<file path="config.mk">
export PLATFORM = sky130hd
export DESIGN_NAME = dacc_top
export DESIGN_NICKNAME = d
export VERILOG_FILES = /design/src/core/dacc_pkg.sv /design/src/core/dacc_ramp.sv /design/src/core/dacc_tick.sv /design/src/core/dacc_top.sv
export SDC_FILE = /design/constraint.sdc
export NUM_CORES = 1
export LEC_CHECK = 0
export BUFFER_PORTS_ARGS = -buffer_cell sky130_fd_sc_hd__buf_4
export CAP_MARGIN = 20
export CORE_MARGIN = 2
export CORE_UTILIZATION = 47
export DETAILED_ROUTE_END_ITERATION = 12
export PLACE_DENSITY = 0.63
export REMOVE_ABC_BUFFERS = 1
export SETUP_SLACK_MARGIN = 0.4
export SLEW_MARGIN = 20
export SYNTH_ARGS = -nofsm -noshare
export SYNTH_HDL_FRONTEND = slang
export SYNTH_SLANG_ARGS = --single-unit
</file>
<file path="constraint.sdc">
create_clock -name clk_sys -period 13.9 [get_ports clk_sys]
set_input_delay 2.78 -clock clk_sys [delete_from_list [all_inputs] [get_ports clk_sys]]
set_output_delay 2.78 -clock clk_sys [all_outputs]
set_load 0.03 [all_outputs]
</file>
<file path="src/core/dacc_pkg.sv">
// Shared constants for the stereo converter clock and output control block.
// Assumes a 250 MHz system clock and an Avalon-MM register master.
// Overview of operation
// - Accept 32 to 768 kHz rates or autodetect.
// - Autodetect needs low rate, master clock, secondary; the code checks for PCM mode instead of a low rate.
// - Source select 0 bypasses, 1 uses PLL.
// - Reference select 1 master, 0 bit clock.
// - Bit clock reference only in secondary mode.
// - Rate code maps 44.1 family frequencies.
// - Rate code maps 48 family frequencies.
// - Rate code ignored while PLL bypassed.
// - Bitstream reference select 1 master, 0 stream.
// - Each channel has its own path enable.
// - Reference power-down forces every path off.
// - First enable waits a settle delay, 1 s.
// - Settle delay skippable and length configurable.
// - Per-channel polarity flip negates output.
// - Gain 0 to -127.5 dB in 0.5 dB steps, mute.
// - Gain and mute staged until commit written.
// - Ramp up with rise rate, down with fall rate.
// - Hardware mode enables all at unity gain.
// - Clock fields latch on global enable rise.
package dacc_pkg;
   // Register byte addresses.
   localparam logic [7:0] ADDR_GLOBAL = 8'h00;
   localparam logic [7:0] ADDR_CLOCK  = 8'h04;
   localparam logic [7:0] ADDR_PATH   = 8'h08;
   localparam logic [7:0] ADDR_DELAY  = 8'h0c;
   localparam logic [7:0] ADDR_GAIN1  = 8'h10;
   localparam logic [7:0] ADDR_GAIN2  = 8'h14;
   localparam logic [7:0] ADDR_COMMIT = 8'h18;
   localparam logic [7:0] ADDR_RAMP   = 8'h1c;
   localparam logic [7:0] ADDR_STATUS = 8'h20;
   // Clock register fields.
   localparam int CLK_SRC_BIT  = 0;
   localparam int CLK_REF_BIT  = 1;
   localparam int CLK_CODE_LSB = 2;
   localparam int CLK_RATE_LSB = 4;
   localparam int CLK_SEC_BIT  = 8;
   localparam int CLK_BS_BIT   = 9;
   localparam int CLK_OSR_LSB  = 10;
   // Sample-rate codes.
   localparam logic [3:0] RATE_AUTO  = 4'h0;
   localparam logic [3:0] RATE_32K   = 4'h1;
   localparam logic [3:0] RATE_192K  = 4'h7;
   localparam logic [3:0] RATE_768K  = 4'hb;
   localparam logic [3:0] RATE_44FAM = 4'h2;
   // Reset values.
   localparam logic [11:0] CLOCK_RST = 12'h0f1;
   localparam logic [7:0]  GAIN_RST  = 8'h00;
   localparam logic [7:0]  GAIN_MIN  = 8'hff;
   localparam logic [3:0]  DLEN_RST  = 4'h8;
   localparam logic [3:0]  RISE_RST  = 4'h3;
   localparam logic [3:0]  FALL_RST  = 4'h3;
   // Timing: settle delay of 1 s split into eight length steps of 125 ms.
   localparam longint CLK_HZ       = 250000000;
   localparam longint SETTLE_MS    = 1000;
   localparam longint SETTLE_CYC   = CLK_HZ / 1000 * SETTLE_MS;
   localparam longint DSTEP_CYC    = SETTLE_CYC / 8;
   // Ramp tick: one 0.5 dB step per base period times two to the rate.
   localparam longint RAMP_BASE_NS = 1000;
   localparam longint RAMP_BASE_CYC = RAMP_BASE_NS * CLK_HZ / 1000000000;
endpackage

</file>
<file path="src/core/dacc_ramp.sv">
// One channel gain ramp: steps the applied attenuation toward a target.
// Assumes the rate fields stay still while a ramp runs.
module dacc_ramp
   import dacc_pkg::*;
(
   // Clock and reset.
   input  wire logic       clk_sys,
   input  wire logic       rstn,
   // Step timing.
   input  wire logic       base_tick,
   input  wire logic [3:0] rise_rate,
   input  wire logic [3:0] fall_rate,
   // Target, in 0.5 dB attenuation steps.
   input  wire logic [7:0] target,
   // Applied attenuation.
   output logic [7:0]      atten,
   output logic            busy
);
   logic [15:0] div_r;
   logic [15:0] lim;
   logic        up;

   // More attenuation means a gain decrease.
   assign up   = target < atten;
   assign lim  = 16'h1 << (up ? rise_rate : fall_rate);
   assign busy = target != atten;

   always_ff @(posedge clk_sys or negedge rstn) begin
      if (!rstn) begin
         div_r <= 16'h0;
      end else if (!busy) begin
         div_r <= 16'h0;
      end else if (base_tick) begin
         div_r <= (div_r + 16'h1 >= lim) ? 16'h0 : div_r + 16'h1;
      end
   end

   always_ff @(posedge clk_sys or negedge rstn) begin
      if (!rstn) begin
         atten <= GAIN_RST;
      end else if (busy && base_tick && (div_r + 16'h1 >= lim)) begin
         atten <= up ? atten - 8'h1 : atten + 8'h1;
      end
   end
endmodule

</file>
<file path="src/core/dacc_tick.sv">
// Free-running divider giving a one-cycle enable every PERIOD cycles.
// Assumes a single clock domain.
module dacc_tick #(
   parameter int PERIOD = 250
) (
   // Clock and reset.
   input  wire logic clk_sys,
   input  wire logic rstn,
   // Enable pulse.
   output logic      tick
);
   logic [31:0] cnt_r;

   always_ff @(posedge clk_sys or negedge rstn) begin
      if (!rstn) begin
         cnt_r <= 32'h0;
         tick  <= 1'b0;
      end else if (cnt_r == 32'(PERIOD - 1)) begin
         cnt_r <= 32'h0;
         tick  <= 1'b1;
      end else begin
         cnt_r <= cnt_r + 32'h1;
         tick  <= 1'b0;
      end
   end
endmodule

</file>
<file path="src/core/dacc_top.sv">
// Clock configuration and output path control with an Avalon-MM slave.
// Assumes the mode strap arrives asynchronously on a pin.
//
// The Avalon-MM interface to the registers and the register addresses were chosen for this implementation.
module dacc_top
   import dacc_pkg::*;
#(
   parameter longint SETTLE_STEP = DSTEP_CYC,
   parameter int     RAMP_TICK   = int'(RAMP_BASE_CYC)
) (
   // Clock and reset.
   input  wire logic        clk_sys,
   input  wire logic        rstn,
   // Avalon-MM slave.
   input  wire logic [7:0]  avs_address,
   input  wire logic        avs_read,
   input  wire logic        avs_write,
   input  wire logic [31:0] avs_writedata,
   input  wire logic [3:0]  avs_byteenable,
   output logic [31:0]      avs_readdata,
   output logic             avs_waitrequest,
   // Mode strap, high for software control.
   input  wire logic        sw_mode_pin,
   // Active clock configuration.
   output logic             core_clock_source_sel,
   output logic             pll_ref_select,
   output logic [1:0]       pll_ref_rate_code,
   output logic             pll_ref_is_master,
   output logic             pll_ref_is_stream,
   output logic [3:0]       sample_rate,
   output logic [1:0]       bitstream_oversample_ratio,
   output logic             autodetect_on,
   output logic             config_error,
   // Output paths.
   output logic             ref_enable,
   output logic [1:0]       chan_path_enable,
   output logic [1:0]       chan_polarity_flip,
   output logic [7:0]       chan_atten1,
   output logic [7:0]       chan_atten2
);
   logic        sw_s1_r, sw_s2_r;
   logic        global_en_r, global_en_d_r;
   logic [11:0] clock_wr_r, clock_act_r;
   logic        ref_pd_r;
   logic [1:0]  path_en_r, flip_r;
   logic        dly_en_r;
   logic [3:0]  dly_len_r;
   logic [7:0]  gain_stage_r [2];
   logic [1:0]  mute_stage_r;
   logic [7:0]  target_r [2];
   logic [3:0]  rise_r, fall_r;
   logic        settled_r;
   logic [35:0] settle_cnt_r;
   logic        settling;
   logic        want_on;
   logic        base_tick;
   logic [7:0]  atten [2];
   logic [1:0]  busy;
   logic        ack_r;
   logic        wr_go, rd_go;
   logic [31:0] wmask;
   logic        src_pll, ref_mst, bs_mode, sec_mode;
   logic [3:0]  rate;

   // The strap is a pin; two flops before anything reads it.
   always_ff @(posedge clk_sys or negedge rstn) begin
      if (!rstn) begin
         sw_s1_r <= 1'b0;
         sw_s2_r <= 1'b0;
      end else begin
         sw_s1_r <= sw_mode_pin;
         sw_s2_r <= sw_s1_r;
      end
   end

   // One wait state per access: waitrequest drops for one cycle.
   assign wr_go           = avs_write && !ack_r;
   assign rd_go           = avs_read && !ack_r;
   assign avs_waitrequest = (avs_read || avs_write) && !ack_r;
   assign wmask = {{8{avs_byteenable[3]}}, {8{avs_byteenable[2]}},
                   {8{avs_byteenable[1]}}, {8{avs_byteenable[0]}}};

   always_ff @(posedge clk_sys or negedge rstn) begin
      if (!rstn) begin
         ack_r <= 1'b0;
      end else begin
         ack_r <= (avs_read || avs_write) && !ack_r;
      end
   end

   // Writes land on the cycle waitrequest is low.
   always_ff @(posedge clk_sys or negedge rstn) begin
      if (!rstn) begin
         global_en_r  <= 1'b0;
         clock_wr_r   <= CLOCK_RST;
         ref_pd_r     <= 1'b0;
         path_en_r    <= 2'b00;
         flip_r       <= 2'b00;
         dly_en_r     <= 1'b1;
         dly_len_r    <= DLEN_RST;
         gain_stage_r <= '{GAIN_RST, GAIN_RST};
         mute_stage_r <= 2'b00;
         rise_r       <= RISE_RST;
         fall_r       <= FALL_RST;
      end else if (avs_write && ack_r) begin
         unique case (avs_address)
            ADDR_GLOBAL: if (avs_byteenable[0]) global_en_r <= avs_writedata[0];
            ADDR_CLOCK:  clock_wr_r <= (clock_wr_r & ~wmask[11:0])
                                       | (avs_writedata[11:0] & wmask[11:0]);
            ADDR_PATH: if (avs_byteenable[0]) begin
               path_en_r <= avs_writedata[1:0];
               flip_r    <= avs_writedata[3:2];
               ref_pd_r  <= avs_writedata[4];
            end
            ADDR_DELAY: if (avs_byteenable[0]) begin
               dly_en_r  <= avs_writedata[0];
               dly_len_r <= avs_writedata[7:4];
            end
            ADDR_GAIN1: begin
               if (avs_byteenable[0]) gain_stage_r[0] <= avs_writedata[7:0];
               if (avs_byteenable[1]) mute_stage_r[0] <= avs_writedata[8];
            end
            ADDR_GAIN2: begin
               if (avs_byteenable[0]) gain_stage_r[1] <= avs_writedata[7:0];
               if (avs_byteenable[1]) mute_stage_r[1] <= avs_writedata[8];
            end
            ADDR_RAMP: if (avs_byteenable[0]) begin
               rise_r <= avs_writedata[3:0];
               fall_r <= avs_writedata[7:4];
            end
            default: ;
         endcase
      end
   end

   // Clocking takes effect only on the rising edge of global enable.
   always_ff @(posedge clk_sys or negedge rstn) begin
      if (!rstn) begin
         global_en_d_r <= 1'b0;
         clock_act_r   <= CLOCK_RST;
      end else begin
         global_en_d_r <= global_en_r;
         if (global_en_r && !global_en_d_r) begin
            clock_act_r <= clock_wr_r;
         end
      end
   end

   assign src_pll  = clock_act_r[CLK_SRC_BIT];
   assign ref_mst  = clock_act_r[CLK_REF_BIT];
   assign rate     = clock_act_r[CLK_RATE_LSB +: 4];
   assign sec_mode = clock_act_r[CLK_SEC_BIT];
   assign bs_mode  = clock_act_r[CLK_BS_BIT];

   assign core_clock_source_sel      = src_pll;
   // Reference choice and rate code only matter with the PLL in use.
   assign pll_ref_select             = src_pll & ref_mst;
   assign pll_ref_rate_code          = src_pll ? clock_act_r[CLK_CODE_LSB +: 2] : 2'b00;
   assign pll_ref_is_master          = !src_pll || ref_mst;
   assign pll_ref_is_stream          = src_pll && !ref_mst && bs_mode;
   assign sample_rate                = rate;
   assign bitstream_oversample_ratio = clock_act_r[CLK_OSR_LSB +: 2];
   // Autodetect needs the master clock reference and secondary mode.
   assign autodetect_on = !bs_mode && rate == RATE_AUTO && pll_ref_is_master
                          && sec_mode;
   // Flags PCM setups the core cannot run: bad rate codes or unsupported pairings.
   assign config_error = !bs_mode && ((rate > RATE_768K)
                         || (rate == RATE_AUTO && !(pll_ref_is_master && sec_mode))
                         || (src_pll && !ref_mst && !sec_mode));

   // Settle delay: armed after reset or reference power-down.
   assign want_on  = !sw_s2_r || (global_en_r && !ref_pd_r && |path_en_r);
   assign settling = !settled_r && want_on;

   always_ff @(posedge clk_sys or negedge rstn) begin
      if (!rstn) begin
         settled_r    <= 1'b0;
         settle_cnt_r <= 36'h0;
      end else if (ref_pd_r && sw_s2_r) begin
         settled_r    <= 1'b0;
         settle_cnt_r <= 36'h0;
      end else if (settling) begin
         if (!dly_en_r || settle_cnt_r >= 36'(SETTLE_STEP) * 36'(dly_len_r)) begin
            settled_r <= 1'b1;
         end else begin
            settle_cnt_r <= settle_cnt_r + 36'h1;
         end
      end
   end

   // Output enables: hardware mode runs both paths at unity gain.
   always_ff @(posedge clk_sys or negedge rstn) begin
      if (!rstn) begin
         ref_enable       <= 1'b0;
         chan_path_enable <= 2'b00;
      end else if (!sw_s2_r) begin
         ref_enable       <= 1'b1;
         chan_path_enable <= {2{settled_r}};
      end else begin
         ref_enable       <= !ref_pd_r;
         chan_path_enable <= (ref_pd_r || !global_en_r || !settled_r) ? 2'b00 : path_en_r;
      end
   end

   always_ff @(posedge clk_sys or negedge rstn) begin
      if (!rstn) begin
         chan_polarity_flip <= 2'b00;
      end else begin
         chan_polarity_flip <= sw_s2_r ? flip_r : 2'b00;
      end
   end

   // Commit applies both staged channels in the same cycle.
   always_ff @(posedge clk_sys or negedge rstn) begin
      if (!rstn) begin
         target_r <= '{GAIN_RST, GAIN_RST};
      end else if (!sw_s2_r) begin
         target_r <= '{GAIN_RST, GAIN_RST};
      end else if (avs_write && ack_r && avs_address == ADDR_COMMIT
                   && avs_byteenable[0] && avs_writedata[0]) begin
         for (int i = 0; i < 2; i++) begin
            target_r[i] <= mute_stage_r[i] ? GAIN_MIN : gain_stage_r[i];
         end
      end
   end

   dacc_tick #(
      .PERIOD (RAMP_TICK)
   ) u_tick (
      .clk_sys (clk_sys),
      .rstn    (rstn),
      .tick    (base_tick)
   );

   for (genvar c = 0; c < 2; c++) begin : g_ramp
      dacc_ramp u_ramp (
         .clk_sys   (clk_sys),
         .rstn      (rstn),
         .base_tick (base_tick),
         .rise_rate (rise_r),
         .fall_rate (fall_r),
         .target    (target_r[c]),
         .atten     (atten[c]),
         .busy      (busy[c])
      );
   end

   assign chan_atten1 = atten[0];
   assign chan_atten2 = atten[1];

   // Read data registered in the wait cycle, ready when waitrequest drops; unmapped reads give zero.
   always_ff @(posedge clk_sys or negedge rstn) begin
      if (!rstn) begin
         avs_readdata <= 32'h0;
      end else if (rd_go) begin
         unique case (avs_address)
            ADDR_GLOBAL: avs_readdata <= {31'h0, global_en_r};
            ADDR_CLOCK:  avs_readdata <= {20'h0, clock_wr_r};
            ADDR_PATH:   avs_readdata <= {27'h0, ref_pd_r, flip_r, path_en_r};
            ADDR_DELAY:  avs_readdata <= {24'h0, dly_len_r, 3'h0, dly_en_r};
            ADDR_GAIN1:  avs_readdata <= {23'h0, mute_stage_r[0], gain_stage_r[0]};
            ADDR_GAIN2:  avs_readdata <= {23'h0, mute_stage_r[1], gain_stage_r[1]};
            ADDR_RAMP:   avs_readdata <= {24'h0, fall_r, rise_r};
            ADDR_STATUS: avs_readdata <= {atten[1], atten[0], 8'h0, autodetect_on,
                                          config_error, busy, chan_path_enable,
                                          sw_s2_r, settled_r};
            default:     avs_readdata <= 32'h0;
         endcase
      end
   end
endmodule

</file>
* Word level (Yosys, flattened, before mapping) *
Cells that the tools add are included.

storage, ports and cells
  word-level logic and storage cells = 157
  output and inout bits = 68
  bits in registers = 236

operators by class
  reductions and logical operators = 60
  bitwise logic cells = 5
  magnitude comparators = 6
  eq/ne operators = 15
  add/sub/neg operators = 8
  multipliers = 1
  shift-type cells = 2
  muxes and demuxes = 28

operators with widths
  operator                 count
  $pmux W32 S8             1
  $mux W16                 8
  $mux W36                 3
  $add A36 B1 Y36 const B  1
  $ge A36 B29 Y1           1
  $add A16 B1 Y16 const B  2
  $add A32 B1 Y32 const B  1
  $eq A32 B8 Y1 const B    1
  $eq A8 B5 Y1 const B     4
  $ge A16 B16 Y1           2
  $mux W32                 1
  $mux W8                  4
  $shl A1 B4 Y16 const A   2
  $mul A21 B4 Y25 const A  1
  $and A12 B12 Y12         2
  $logic_and A1 B1 Y1      24
  $reduce_and A3 Y1        8
  $add A8 B1 Y8 const B    2
  $eq A8 B4 Y1 const B     2
  $lt A8 B8 Y1             2
  $ne A8 B8 Y1             2
  $sub A8 B1 Y8 const B    2
  $logic_not A1 Y1         12
  $not A12 Y12             1
  other kinds (16)         36

* Logic depth before layout (Yosys ltp) *
Gate-level depths: netlist (run 1).

  depth after elaboration = 9
  mapped depth = 24

* By module *
From an unflattened synthesis (run 1), not the netlist that was laid out.

second synthesis, totals
  cell total of the unflattened synthesis = 1518
  area total of the unflattened synthesis = 14829.2 um2

by module, submodules not included
  module     area each (um2)  cells an instance  times used
  dacc_top   8800.9           858                1
  dacc_ramp  2205.9           259                2
  dacc_tick  1616.6           142                1

* Worst setup path after synthesis (run 1) *
Ideal clock, no wire load.

  kind = in2out
  from = input port avs_write
  to = output port avs_waitrequest
  arrival time = 3232 ps
  required time = 11120 ps
  cell stages on the path = 2
  buffers on the path = 0
  path slack = 7888 ps
  path through = nor2_1 > nor2_1

between the ends
  cells in the longest elaborated chain, start to end = 2

RTL lines
  what                 RTL line        text
  from (decl)          dacc_top.sv:17  input wire logic avs_write,
  $logic_or A1 B1 Y1   dacc_top.sv:79  assign avs_waitrequest = (avs_read || avs_write) && !ack_r;
  $logic_and A1 B1 Y1  dacc_top.sv:79
  to (decl)            dacc_top.sv:21  output logic avs_waitrequest,

Every way passes these cells.

* Final worst setup path (run 1) *
  from = register dly_len_r[2]
  to = register settle_cnt_r[19]

between the ends
  cells in the longest elaborated chain, start to end = 5

RTL lines
  what                                RTL line         text
  from (decl)                         dacc_top.sv:47   logic [3:0] dly_len_r;
  from (signal assigned)              dacc_top.sv:117  dly_len_r <= avs_writedata[7:4];
  $mul A21 B4 Y25                     dacc_top.sv:183  if (!dly_en_r || settle_cnt_r >= 36'(SETTLE_STEP) * 36'(dly_len_r)) begin
  $ge A36 B29 Y1                      dacc_top.sv:183
  $logic_or A1 B1 Y1                  dacc_top.sv:183
  $ne A2 B2 Y1 (no source line)       n/a
  $reduce_and A2 Y1 (no source line)  n/a
  to (signal assigned)                dacc_top.sv:186  settle_cnt_r <= settle_cnt_r + 36'h1;
  to (decl)                           dacc_top.sv:53   logic [35:0] settle_cnt_r;

Every way passes these cells.
A chain may end at the register's enable or synchronous reset.

==> out/metrics.yaml, run 1 <==
ys_ff_latch: 232
hold_class: "register to register"
clock_latency_ps: 530
pin_count: 117
syn_inst: 1433
pwr-share-seq_pct: 48.4
p_per_area_nw_per_um2: 88.3
dp_hpwl_um: 25000
dieWidth_um: 177
tightest_slew_ps: 953
yosys-top-cells-area: "dfrtp_1 38%, ha_1 11%, nand2_1 4.9%"
cts_buffer_depth: 3
drc_errors: 0
top_layer_used: "met4"
drtIter0Drc: 703
grt_max_degree: 112
die_area_um2: 31500
core.rowCount: 63
viasPerCell: 5.63
reg2reg_to: "settle_cnt_r[19]"
drv_slew: 0
cts.repair.resized: 0
synth_edf_count: 0
drt_first_pass_iters: 6
numCtsBuffers: 26
r2r_setup_slack_ps: 7640
worst_slack_ps: 7640
tns_ps: 0
rsz0062_at_grt: "false"
r2r_cells: 23
cts_setup_buffers: 0
ys_types: 63
clk_root_buffer_cell: "clkbuf_16"
start_util_pct: 47.7
drv_cap: 0
cts_tree: "done"
gr-usage-all-layers_pct: 21.6
stdcell_count: 1922
wl_per_cell_um: 17.6
dp_cells: 1875
max-slew-margin-rel_pct: 36.2
nets: 1697
async_flop_share_pct: 100
cp-start-kind: "register"
fillCellCount: 2699
drive_gt1_share_pct: 15.1
antenna_found_initial: 1
period_needed_ps: 6260
synth_top_area_share_pct: 38.2
wl_um: 33900
end_kind: "register"
netlist_area_um2: 14100
min_period_over_period_pct: 45.0
numPortBuffers: 90
crit_type: "register to register"
switching_share_pct: 22.8
syn_to_final_growth_pct: 13.1
hold_start: "sw_s1_r"
final-hold-violation-count: 0
min_to: "sw_s2_r"
p_switching_w: 0.000322
max-vdd-ir-drop_mv: 0.0745
pwr-share-comb_pct: 4.4
clkPwrFrac_pct: 47.2
gp_congestion: 0.870
clk_pin_slew_ps: 60
yosysTopAreaCell: "dfrtp_1"
hold_depth: 0
dp_slack_ps: 7690
htree_num_levels: 1
seq_area_frac_synth_pct: 41.2
grt-ovfl-total: 0
synth_warnings: 0
cts_num_sinks: 232
fmax_mhz: 160
antenna_left: 0
ys.flop_type: "dfrtp_1"
arrival_ps: 6720
grt_pass1_vias: 10484
vias: 10827
skew_ps: 9.04
grt_first_pass_wirelength_um: 55100
setup_viol: 0
crit_fanout: 15
crit_required_ps: 14360
p_int_w: 0.00109
r2r-start: "dly_len_r[2]"
leakage_nw: 7.86
avgSynthCellArea_um2: 9.87
outcome: "complete, no violations"
wl_met1_um: 16500
fp.dieH_um: 177
cts_hold_buf: 0
wl_met3_um: 1630
route.met2.wl_um: 14800
coreArea_um2: 29600
[layer usage]
layer | GRT usage [%] | vias up
met5 | 0 | -
li1 | - | 5311
met3 | 3.28 | 46
met2 | 33.2 | 238
met4 | 6.25 | 0
met1 | 31.6 | 5232
[metrics by stage]
stage | instance area (µm²) | hold slack (ps) | power, W | util, %
after floorplan | 13900 | 331 | 0.000721 | -
after global placement | 15200 | 337 | 0.000757 | 51.2
after detailed placement | 15200 | 336 | 0.000758 | 51.2
after CTS | 16000 | 350 | 0.00143 | 53.9
after global routing | 16000 | 362 | 0.00146 | 53.9
final | 16000 | 351 | 0.00141 | 54.0
[registers in the layout (all words and copies together) (netlist names), 2 cells and up, named ones only]
signal,cells
fall_r,4
path_en_r,2
chan_polarity_flip,2
avs_readdata,28
mute_stage_r,2
target_r,16
gain_stage_r,16
g_ramp.u_ramp.atten,16
rise_r,4
chan_path_enable,2
dly_len_r,4
settle_cnt_r,36
u_tick.cnt_r,32
flip_r,2
clock_act_r,12
g_ramp.u_ramp.div_r,32
[layout by cell type, fill, tap and decap left out, types with 19 or more instances in the layout]
master and instances:
o21ai_0 54, nand2b_1 19, ha_1 129, dfrtp_1 216, xor2_1 41, mux2_2 61, clkbuf_16 27, a22o_1 25
nand2_1 185, nor2_1 78, nand4_1 23, xnor2_1 54, mux2i_1 24, a21oi_1 64, nand3_1 46, inv_1 55
a21o_1 33, buf_4 101, and2_1 22
[power by group through the flow]
stage           logic, W  clock network, W  registers, W
6_report       0.0000621          0.000668      0.000683
5_1_grt        0.0000696          0.000711      0.000683
4_1_cts        0.0000634          0.000683      0.000683
3_5_place_dp   0.0000631                 0      0.000695
3_3_place_gp   0.0000622                 0      0.000695
2_1_floorplan  0.0000258                 0      0.000695
[worst max-delay path: stages (launching register included)]
cell and delay [ps]:
dfrtp_1 610, inv_1 90, ha_1 340, xnor2_1 190, ha_1 190, or2_2 300
ha_1 250, a21o_1 200, a21oi_1 190, o21ba_2 150, o31ai_1 90, a211oi_1 530
a211oi_1 220, o2111ai_1 210, nor3b_1 250, ha_1 290, and3_1 150, nand3_1 110
a21oi_1 70, a211oi_2 220, a21boi_4 340, nand3_1 490, or4_1 640, o21ai_1 80
[kinds of logic (layout without fill, tap and decap cells)]
group	count (synthesis)	in the layout	synth area share, %
xor+xnor	95	95	5.88
compound gates	295	295	14.4
simple gates	482	482	16.5
buf+inv	108	202	3.21
mux	85	85	6.56
fa+ha+maj	135	135	12.3
other cells	1	6	0.0265
flops	232	232	41.2
[how the worst max path moves through the flow]
| stage | from | end |
|---|---|---|
| floorplan | avs_write | avs_waitrequest |
| global placement | dly_len_r[2] | settle_cnt_r[19] |
| detailed placement | dly_len_r[2] | settle_cnt_r[19] |
| CTS | dly_len_r[2] | settle_cnt_r[19] |
| global route | dly_len_r[2] | settle_cnt_r[19] |
| finish | dly_len_r[2] | settle_cnt_r[19] |
[final cells by class]
class / count / area, µm² / share of cell area [%]
multi-input combinational: 1096 / 7880 / 49.3
inverter: 55 / 206 / 1.29
clock buffer: 40 / 764 / 4.78
tap: 390 / 488 / 3.05
clock inverter: 5 / 50.0 / 0.313
antenna: 2 / 5.00 / 0.0313
sequential: 232 / 5830 / 36.4
timing repair buffer: 102 / 773 / 4.84
[synth_stat cells, drive strengths merged, types with 18 or more instances]
cell type  instances
nand2b            20
a22o              25
inv               55
a21oi             64
nand3             47
nor2b             18
nand4             23
xor2              41
nor2              78
mux2              61
o21ai             58
dfrtp            216
mux2i             24
nand2            185
clkbuf            37
ha               129
and2              22
a21o              33
xnor2             54
No activity file was read; power rests on OpenSTA's default activity.
==> run 2: changes to the inputs <==
--- a/config.mk
+++ b/config.mk
@@ -5,6 +5,7 @@
 export SDC_FILE = /design/constraint.sdc
 export NUM_CORES = 1
 export LEC_CHECK = 0
+export ABC_AREA = 1
 export BUFFER_PORTS_ARGS = -buffer_cell sky130_fd_sc_hd__buf_4
 export CAP_MARGIN = 20
 export CORE_MARGIN = 2
==> constraint.sdc (replaced) <==
create_clock -name clk_sys -period 6.5 [get_ports clk_sys]
set_input_delay 1.3 -clock clk_sys [delete_from_list [all_inputs] [get_ports clk_sys]]
set_output_delay 1.3 -clock clk_sys [all_outputs]
set_load 0.03 [all_outputs]
==> run 2 against run 1 <==
  * Sequential power is 120% higher
  * Critical path depth is 5 higher
  * Non-clock buffer count is 6 lower
  * Combinational power grew to 3.2 times the previous value
  * Largest power group is now clock
  * Register-to-register slack worse by 6300 ps
  * Clock skew is 18 ps higher
  * Flip-flop and latch count stayed put
  * Hold slack worse by 12 ps
  * Wire length is 18% higher
  * Total power is 130% higher
  * Die area is 9.9% higher
==> out/metrics.yaml, run 2 <==
outcome: "complete, no violations"
skew_ps: 26.6
cts_tree: "done"
fp.dieH_um: 186
tns_ps: 0
grt_max_degree: 132
grt_first_pass_wirelength_um: 65400
r2r-start: "dly_len_r[2]"
crit_slowest_cell: "dfrtp_1"
wl_per_cell_um: 15.2
min_to: "sw_s2_r"
grt_pass1_vias: 13219
post-synth-top-count-cell: "nand2_1"
synth_warnings: 0
r2r_setup_slack_ps: 1300
fillCellCount: 3212
p_per_area_nw_per_um2: 185
netlist_area_um2: 15600
tightest_slew_ps: 1090
period_needed_ps: 5200
leakage_nw: 8.97
die_area_um2: 34600
r2r_cells: 28
core.rowCount: 66
hold_depth: 0
end_kind: "register"
ys.flop_type: "dfrtp_1"
syn_inst: 2084
cp_slowest_stage_delay_ps: 660
reg2reg_to: "settle_cnt_r[15]"
nets: 2343
seq_area_frac_synth_pct: 37.4
yosysTopAreaCell: "dfrtp_1"
pin_count: 117
drt_first_pass_iters: 6
vias: 13688
drc_errors: 0
final_cell_mix: "586 x nand2_1, 257 x inv_1, 216 x dfrtp_1"
htree_num_levels: 1
yosys-top-cells-area: "dfrtp_1 35%, nand2_1 14%, ha_1 10%"
critical_path_buf_inv_count: 3
max-vdd-ir-drop_mv: 0.215
n_antenna_cell: 0
cts_buffer_depth: 3
cts_num_sinks: 232
final_common_cell: "nand2_1"
fin_util_pct: 53.8
cp-start-kind: "register"
crit_type: "register to register"
drtIter0Drc: 648
hold_class: "register to register"
drv_slew: 0
gp_congestion: 0.894
coreArea_um2: 32600
wl_um: 39800
drive_gt1_share_pct: 8.99
ys_ff_latch: 232
cts_setup_buffers: 0
syn_to_final_growth_pct: 12.6
crit_fanout: 32
min_period_over_period_pct: 80.0
arrival_ps: 5620
cts_hold_buf: 0
gr-usage-all-layers_pct: 23.4
clk_root_buffer_cell: "clkbuf_16"
setup_viol: 0
drv_cap: 0
clk_pin_slew_ps: 60
dieWidth_um: 186
final-hold-violation-count: 0
synth_top_area_share_pct: 34.7
numPortBuffers: 90
whs_ps: 338
synth_edf_count: 0
top_register: "settle_cnt_r"
path_delay_family: "simple AND/OR/NAND/NOR gates"
grt-ovfl-total: 0
antenna_found_initial: 0
cts.repair.resized: 0
avgSynthCellArea_um2: 7.48
async_flop_share_pct: 100
max-slew-margin-rel_pct: 27.3
hold_start: "sw_s1_r"
rsz0062_at_grt: "false"
largest_reg_flops: 36
crit_required_ps: 6920
viasPerCell: 5.22
startpoint: "dly_len_r[2]"
ys_types: 51
crit_top_cell: "nand2_1"
fmax_mhz: 192
dp_hpwl_um: 30200
start_util_pct: 47.8
clock_latency_ps: 560
antenna_left: 0
synthTopCellsByCount: "586 x nand2_1, 257 x inv_1, 216 x dfrtp_1, 194 x nor2_1, 139 x o21ai_0"
numCtsBuffers: 27
top_regs: "settle_cnt_r x36, g_ramp.u_ramp.div_r x32, u_tick.cnt_r x32"
==> run 2: changes by cell type after synthesis, sizes merged, moves of 22 or more <==
cell	change
a22o	-24
inv	+205
mux2	-61
mux2i	-22
a21o	-29
nand2	+403
o21ai	+94
nand3	+64
nor3	+34
nor2	+120
==> run 2: final cells by class <==
cell class | instances | area, µm² | area share, %
tap | 442 | 553 | 3.15
timing repair buffer | 96 | 744 | 4.24
inverter | 262 | 983 | 5.60
clock inverter | 12 | 134 | 0.763
multi-input combinational | 1540 | 8510 | 48.5
sequential | 232 | 5830 | 33.2
clock buffer | 38 | 797 | 4.54
==> run 2: cells by family after synthesis <==
kind of cell	share of synthesized area, %
adders and majority gates	11.1
and+or+nand+nor	27.7
AOI/OAI and AO/OA	10.0
xor gates and xnor gates	5.57
DFF	37.4
buffers and inverters	8.06
other	0.0241
muxes	0.129
==> run 2: metrics by stage <==
step | power (W) | worst slack (ps) | instance area (µm²) | cells
5_1_grt | 0.00336 | 846 | 17500 | 2622
4_1_cts | 0.00328 | 1300 | 17500 | 2622
6_report | 0.00324 | 1300 | 17500 | 2622
3_5_place_dp | 0.00170 | 1330 | 16600 | 2572
3_3_place_gp | 0.00170 | 1440 | 16600 | 2571
2_1_floorplan | 0.00160 | 2180 | 15300 | 2034
==> run 2: where the power goes <==
part | internal [W] | switching [W] | total [W]
Combinational | 0.0000580 | 0.000141 | 0.000199
Sequential | 0.00146 | 0.0000142 | 0.00148
Clock | 0.000937 | 0.000634 | 0.00157
Total | 0.00246 | 0.000789 | 0.00324
==> run 2: worst max path at each step <==
| stage | depth (start not counted) | to | slack, ps |
|---|---|---|---|
| finish | 28 | settle_cnt_r[15] | 1300 |
| global route | 23 | settle_cnt_r[27] | 850 |
| CTS | 28 | settle_cnt_r[15] | 1300 |
| detailed placement | 28 | settle_cnt_r[12] | 1330 |
| global placement | 29 | settle_cnt_r[15] | 1440 |
| floorplan | 25 | settle_cnt_r[10] | 2180 |
==> run 2: per-layer routing <==
| metal | track usage [%] | share of wire (%) | wire, µm |
|---|---|---|---|
| met1 | 29.8 | 44 | 17600 |
| met2 | 41.3 | 49 | 19400 |
| met3 | 2.60 | 3.8 | 1500 |
| met4 | 7.72 | 3.2 | 1290 |
| met5 | 0 | 0 | 0 |
==> run 3: changes to the inputs <==
==> constraint.sdc (replaced) <==
create_clock -name clk_sys -period 5 [get_ports clk_sys]
set_input_delay 1 -clock clk_sys [delete_from_list [all_inputs] [get_ports clk_sys]]
set_output_delay 1 -clock clk_sys [all_outputs]
set_load 0.03 [all_outputs]
==> run 3 against run 2 <==
  * Clock-buffer cell count shrank 3
  * First-iteration DRC count grew 7.4%
  * Wire length grew 2.1%
  * Worst setup slack lost 610 ps
  * Combinational power grew 34%
  * Via count grew 0.51%
==> out/metrics.yaml, run 3 (same netlist as run 2, synthesis figures left out) <==
end_kind: "register"
drc_errors: 0
htree_num_levels: 1
viasPerCell: 5.23
r2r_cells: 23
top_regs: "settle_cnt_r x36, g_ramp.u_ramp.div_r x32, u_tick.cnt_r x32"
numCtsBuffers: 27
path_delay_family: "adder cells"
wl_per_cell_um: 15.4
critical_path_buf_inv_count: 3
cp_slowest_stage_delay_ps: 630
antenna_left: 0
die_area_um2: 34600
n_antenna_cell: 0
gp_congestion: 0.901
setup_viol: 0
cts_num_sinks: 232
outcome: "complete, no violations"
dp_hpwl_um: 31000
final_cell_mix: "584 x nand2_1, 257 x inv_1, 214 x dfrtp_1"
syn_to_final_growth_pct: 14.1
final_common_cell: "nand2_1"
p_per_area_nw_per_um2: 243
cp-start-kind: "register"
crit_slowest_cell: "dfstp_2"
drt_first_pass_iters: 6
reg2reg_to: "settle_cnt_r[1]"
crit_chain: "buf_4, fa_1, ha_1, ha_1, a21oi_1, o21a_1, nor2_1, nor3_1, nand3_1, xor2_1, ha_1, nand2_1, nor2_1, nand2_1, nor2_2, nand2_1, nand2_1, nor2_2, nand3_4, buf_8, inv_1, nand2_1, nand2_1"
grt-ovfl-total: 0
max-slew-margin-rel_pct: 34.7
max-vdd-ir-drop_mv: 0.253
fp.dieH_um: 186
start_util_pct: 47.8
drtIter0Drc: 696
period_needed_ps: 4310
cts_buffer_depth: 3
top_register: "settle_cnt_r"
numPortBuffers: 90
cts_hold_buf: 0
drv_cap: 0
crit_type: "register to register"
drv_slew: 0
vias: 13758
arrival_ps: 4740
min_period_over_period_pct: 86.2
wl_um: 40600
r2r_setup_slack_ps: 690
clk_pin_slew_ps: 60
dieWidth_um: 186
grt_max_degree: 132
drive_gt1_share_pct: 9.95
clock_latency_ps: 560
hold_class: "input pin to asynchronous set/reset pin"
crit_required_ps: 5430
fillCellCount: 3139
grt_pass1_vias: 13303
rsz0062_at_grt: "true"
gr-usage-all-layers_pct: 23.8
cts_tree: "done"
fin_util_pct: 54.5
clk_root_buffer_cell: "clkbuf_16"
nets: 2354
tns_ps: 0
fmax_mhz: 232
crit_fanout: 13
final-hold-violation-count: 0
pin_count: 117
largest_reg_flops: 36
tightest_slew_ps: 978
leakage_nw: 9.05
r2r-start: "dly_len_r[3]"
core.rowCount: 66
skew_ps: 26.9
antenna_found_initial: 0
coreArea_um2: 32600
crit_top_cell: "nand2_1"
grt_first_pass_wirelength_um: 66100
## run 3: cell types whose count changed in the layout (fill, tap and decap cells not counted), sizes merged
cell / change
clkinv: -1
buf: +11
bufinv: +3
clkbuf: -3
## run 3: metrics by stage
stage | hold slack, ps | cell area (µm²) | std cells | setup slack, ps | total power, W
2_1_floorplan | 331 | 15300 | 2034 | 677 | 0.00208
3_3_place_gp | 423 | 16600 | 2574 | 471 | 0.00221
3_5_place_dp | 418 | 16600 | 2574 | 368 | 0.00221
4_1_cts | 426 | 17600 | 2623 | 450 | 0.00435
5_1_grt | 312 | 17800 | 2632 | 389 | 0.00446
6_report | 296 | 17800 | 2632 | 690 | 0.00432
## run 3: what timing repair did
| item | 4_1_cts | 5_1_grt |
|---|---|---|
| buffers inserted | 0 | 8 |
| resized for setup | 1 | 19 |
| endpoints found under the setup margin | 25 | 37 |
| pin swaps | 0 | 3 |
## run 3: worst max path at each step
stage                     cells after the start               end          from  slack, ps
after detailed placement                     27  settle_cnt_r[29]  dly_len_r[3]        370
after global routing                         26   settle_cnt_r[1]  dly_len_r[3]        390
after global placement                       27  settle_cnt_r[19]  dly_len_r[3]        470
after floorplan                              25  settle_cnt_r[10]  dly_len_r[2]        680
final                                        23   settle_cnt_r[1]  dly_len_r[3]        690
after CTS                                    28   settle_cnt_r[1]  dly_len_r[3]        450
## run 3: power breakdown
group | leakage (nW) | internal [W] | total (W) | switching, W
registers | 3.12 | 0.00190 | 0.00192 | 0.0000197
clock network | 0.470 | 0.00131 | 0.00213 | 0.000819
logic | 5.46 | 0.0000811 | 0.000267 | 0.000186
total | 9.05 | 0.00329 | 0.00432 | 0.00103
## run 3: cell type report
cell class              instances  area (µm²)  area share, %
repair buffers                107         855           4.81
clock buffers                  35         746           4.20
clock inverters                14         215           1.21
flip-flops and latches        232        5830           32.8
well taps                     442         553           3.11
multi-input cells            1540        8590           48.4
inverters                     262         983           5.53
## run 3: routing by layer
metal | wire [µm] | part of all wire [%] | GRT usage [%]
met1 | 18000 | 44 | 30.5
met3 | 1280 | 3.1 | 2.17
met4 | 1140 | 2.8 | 6.99
met5 | 0 | 0 | 0
met2 | 20300 | 50 | 42.6
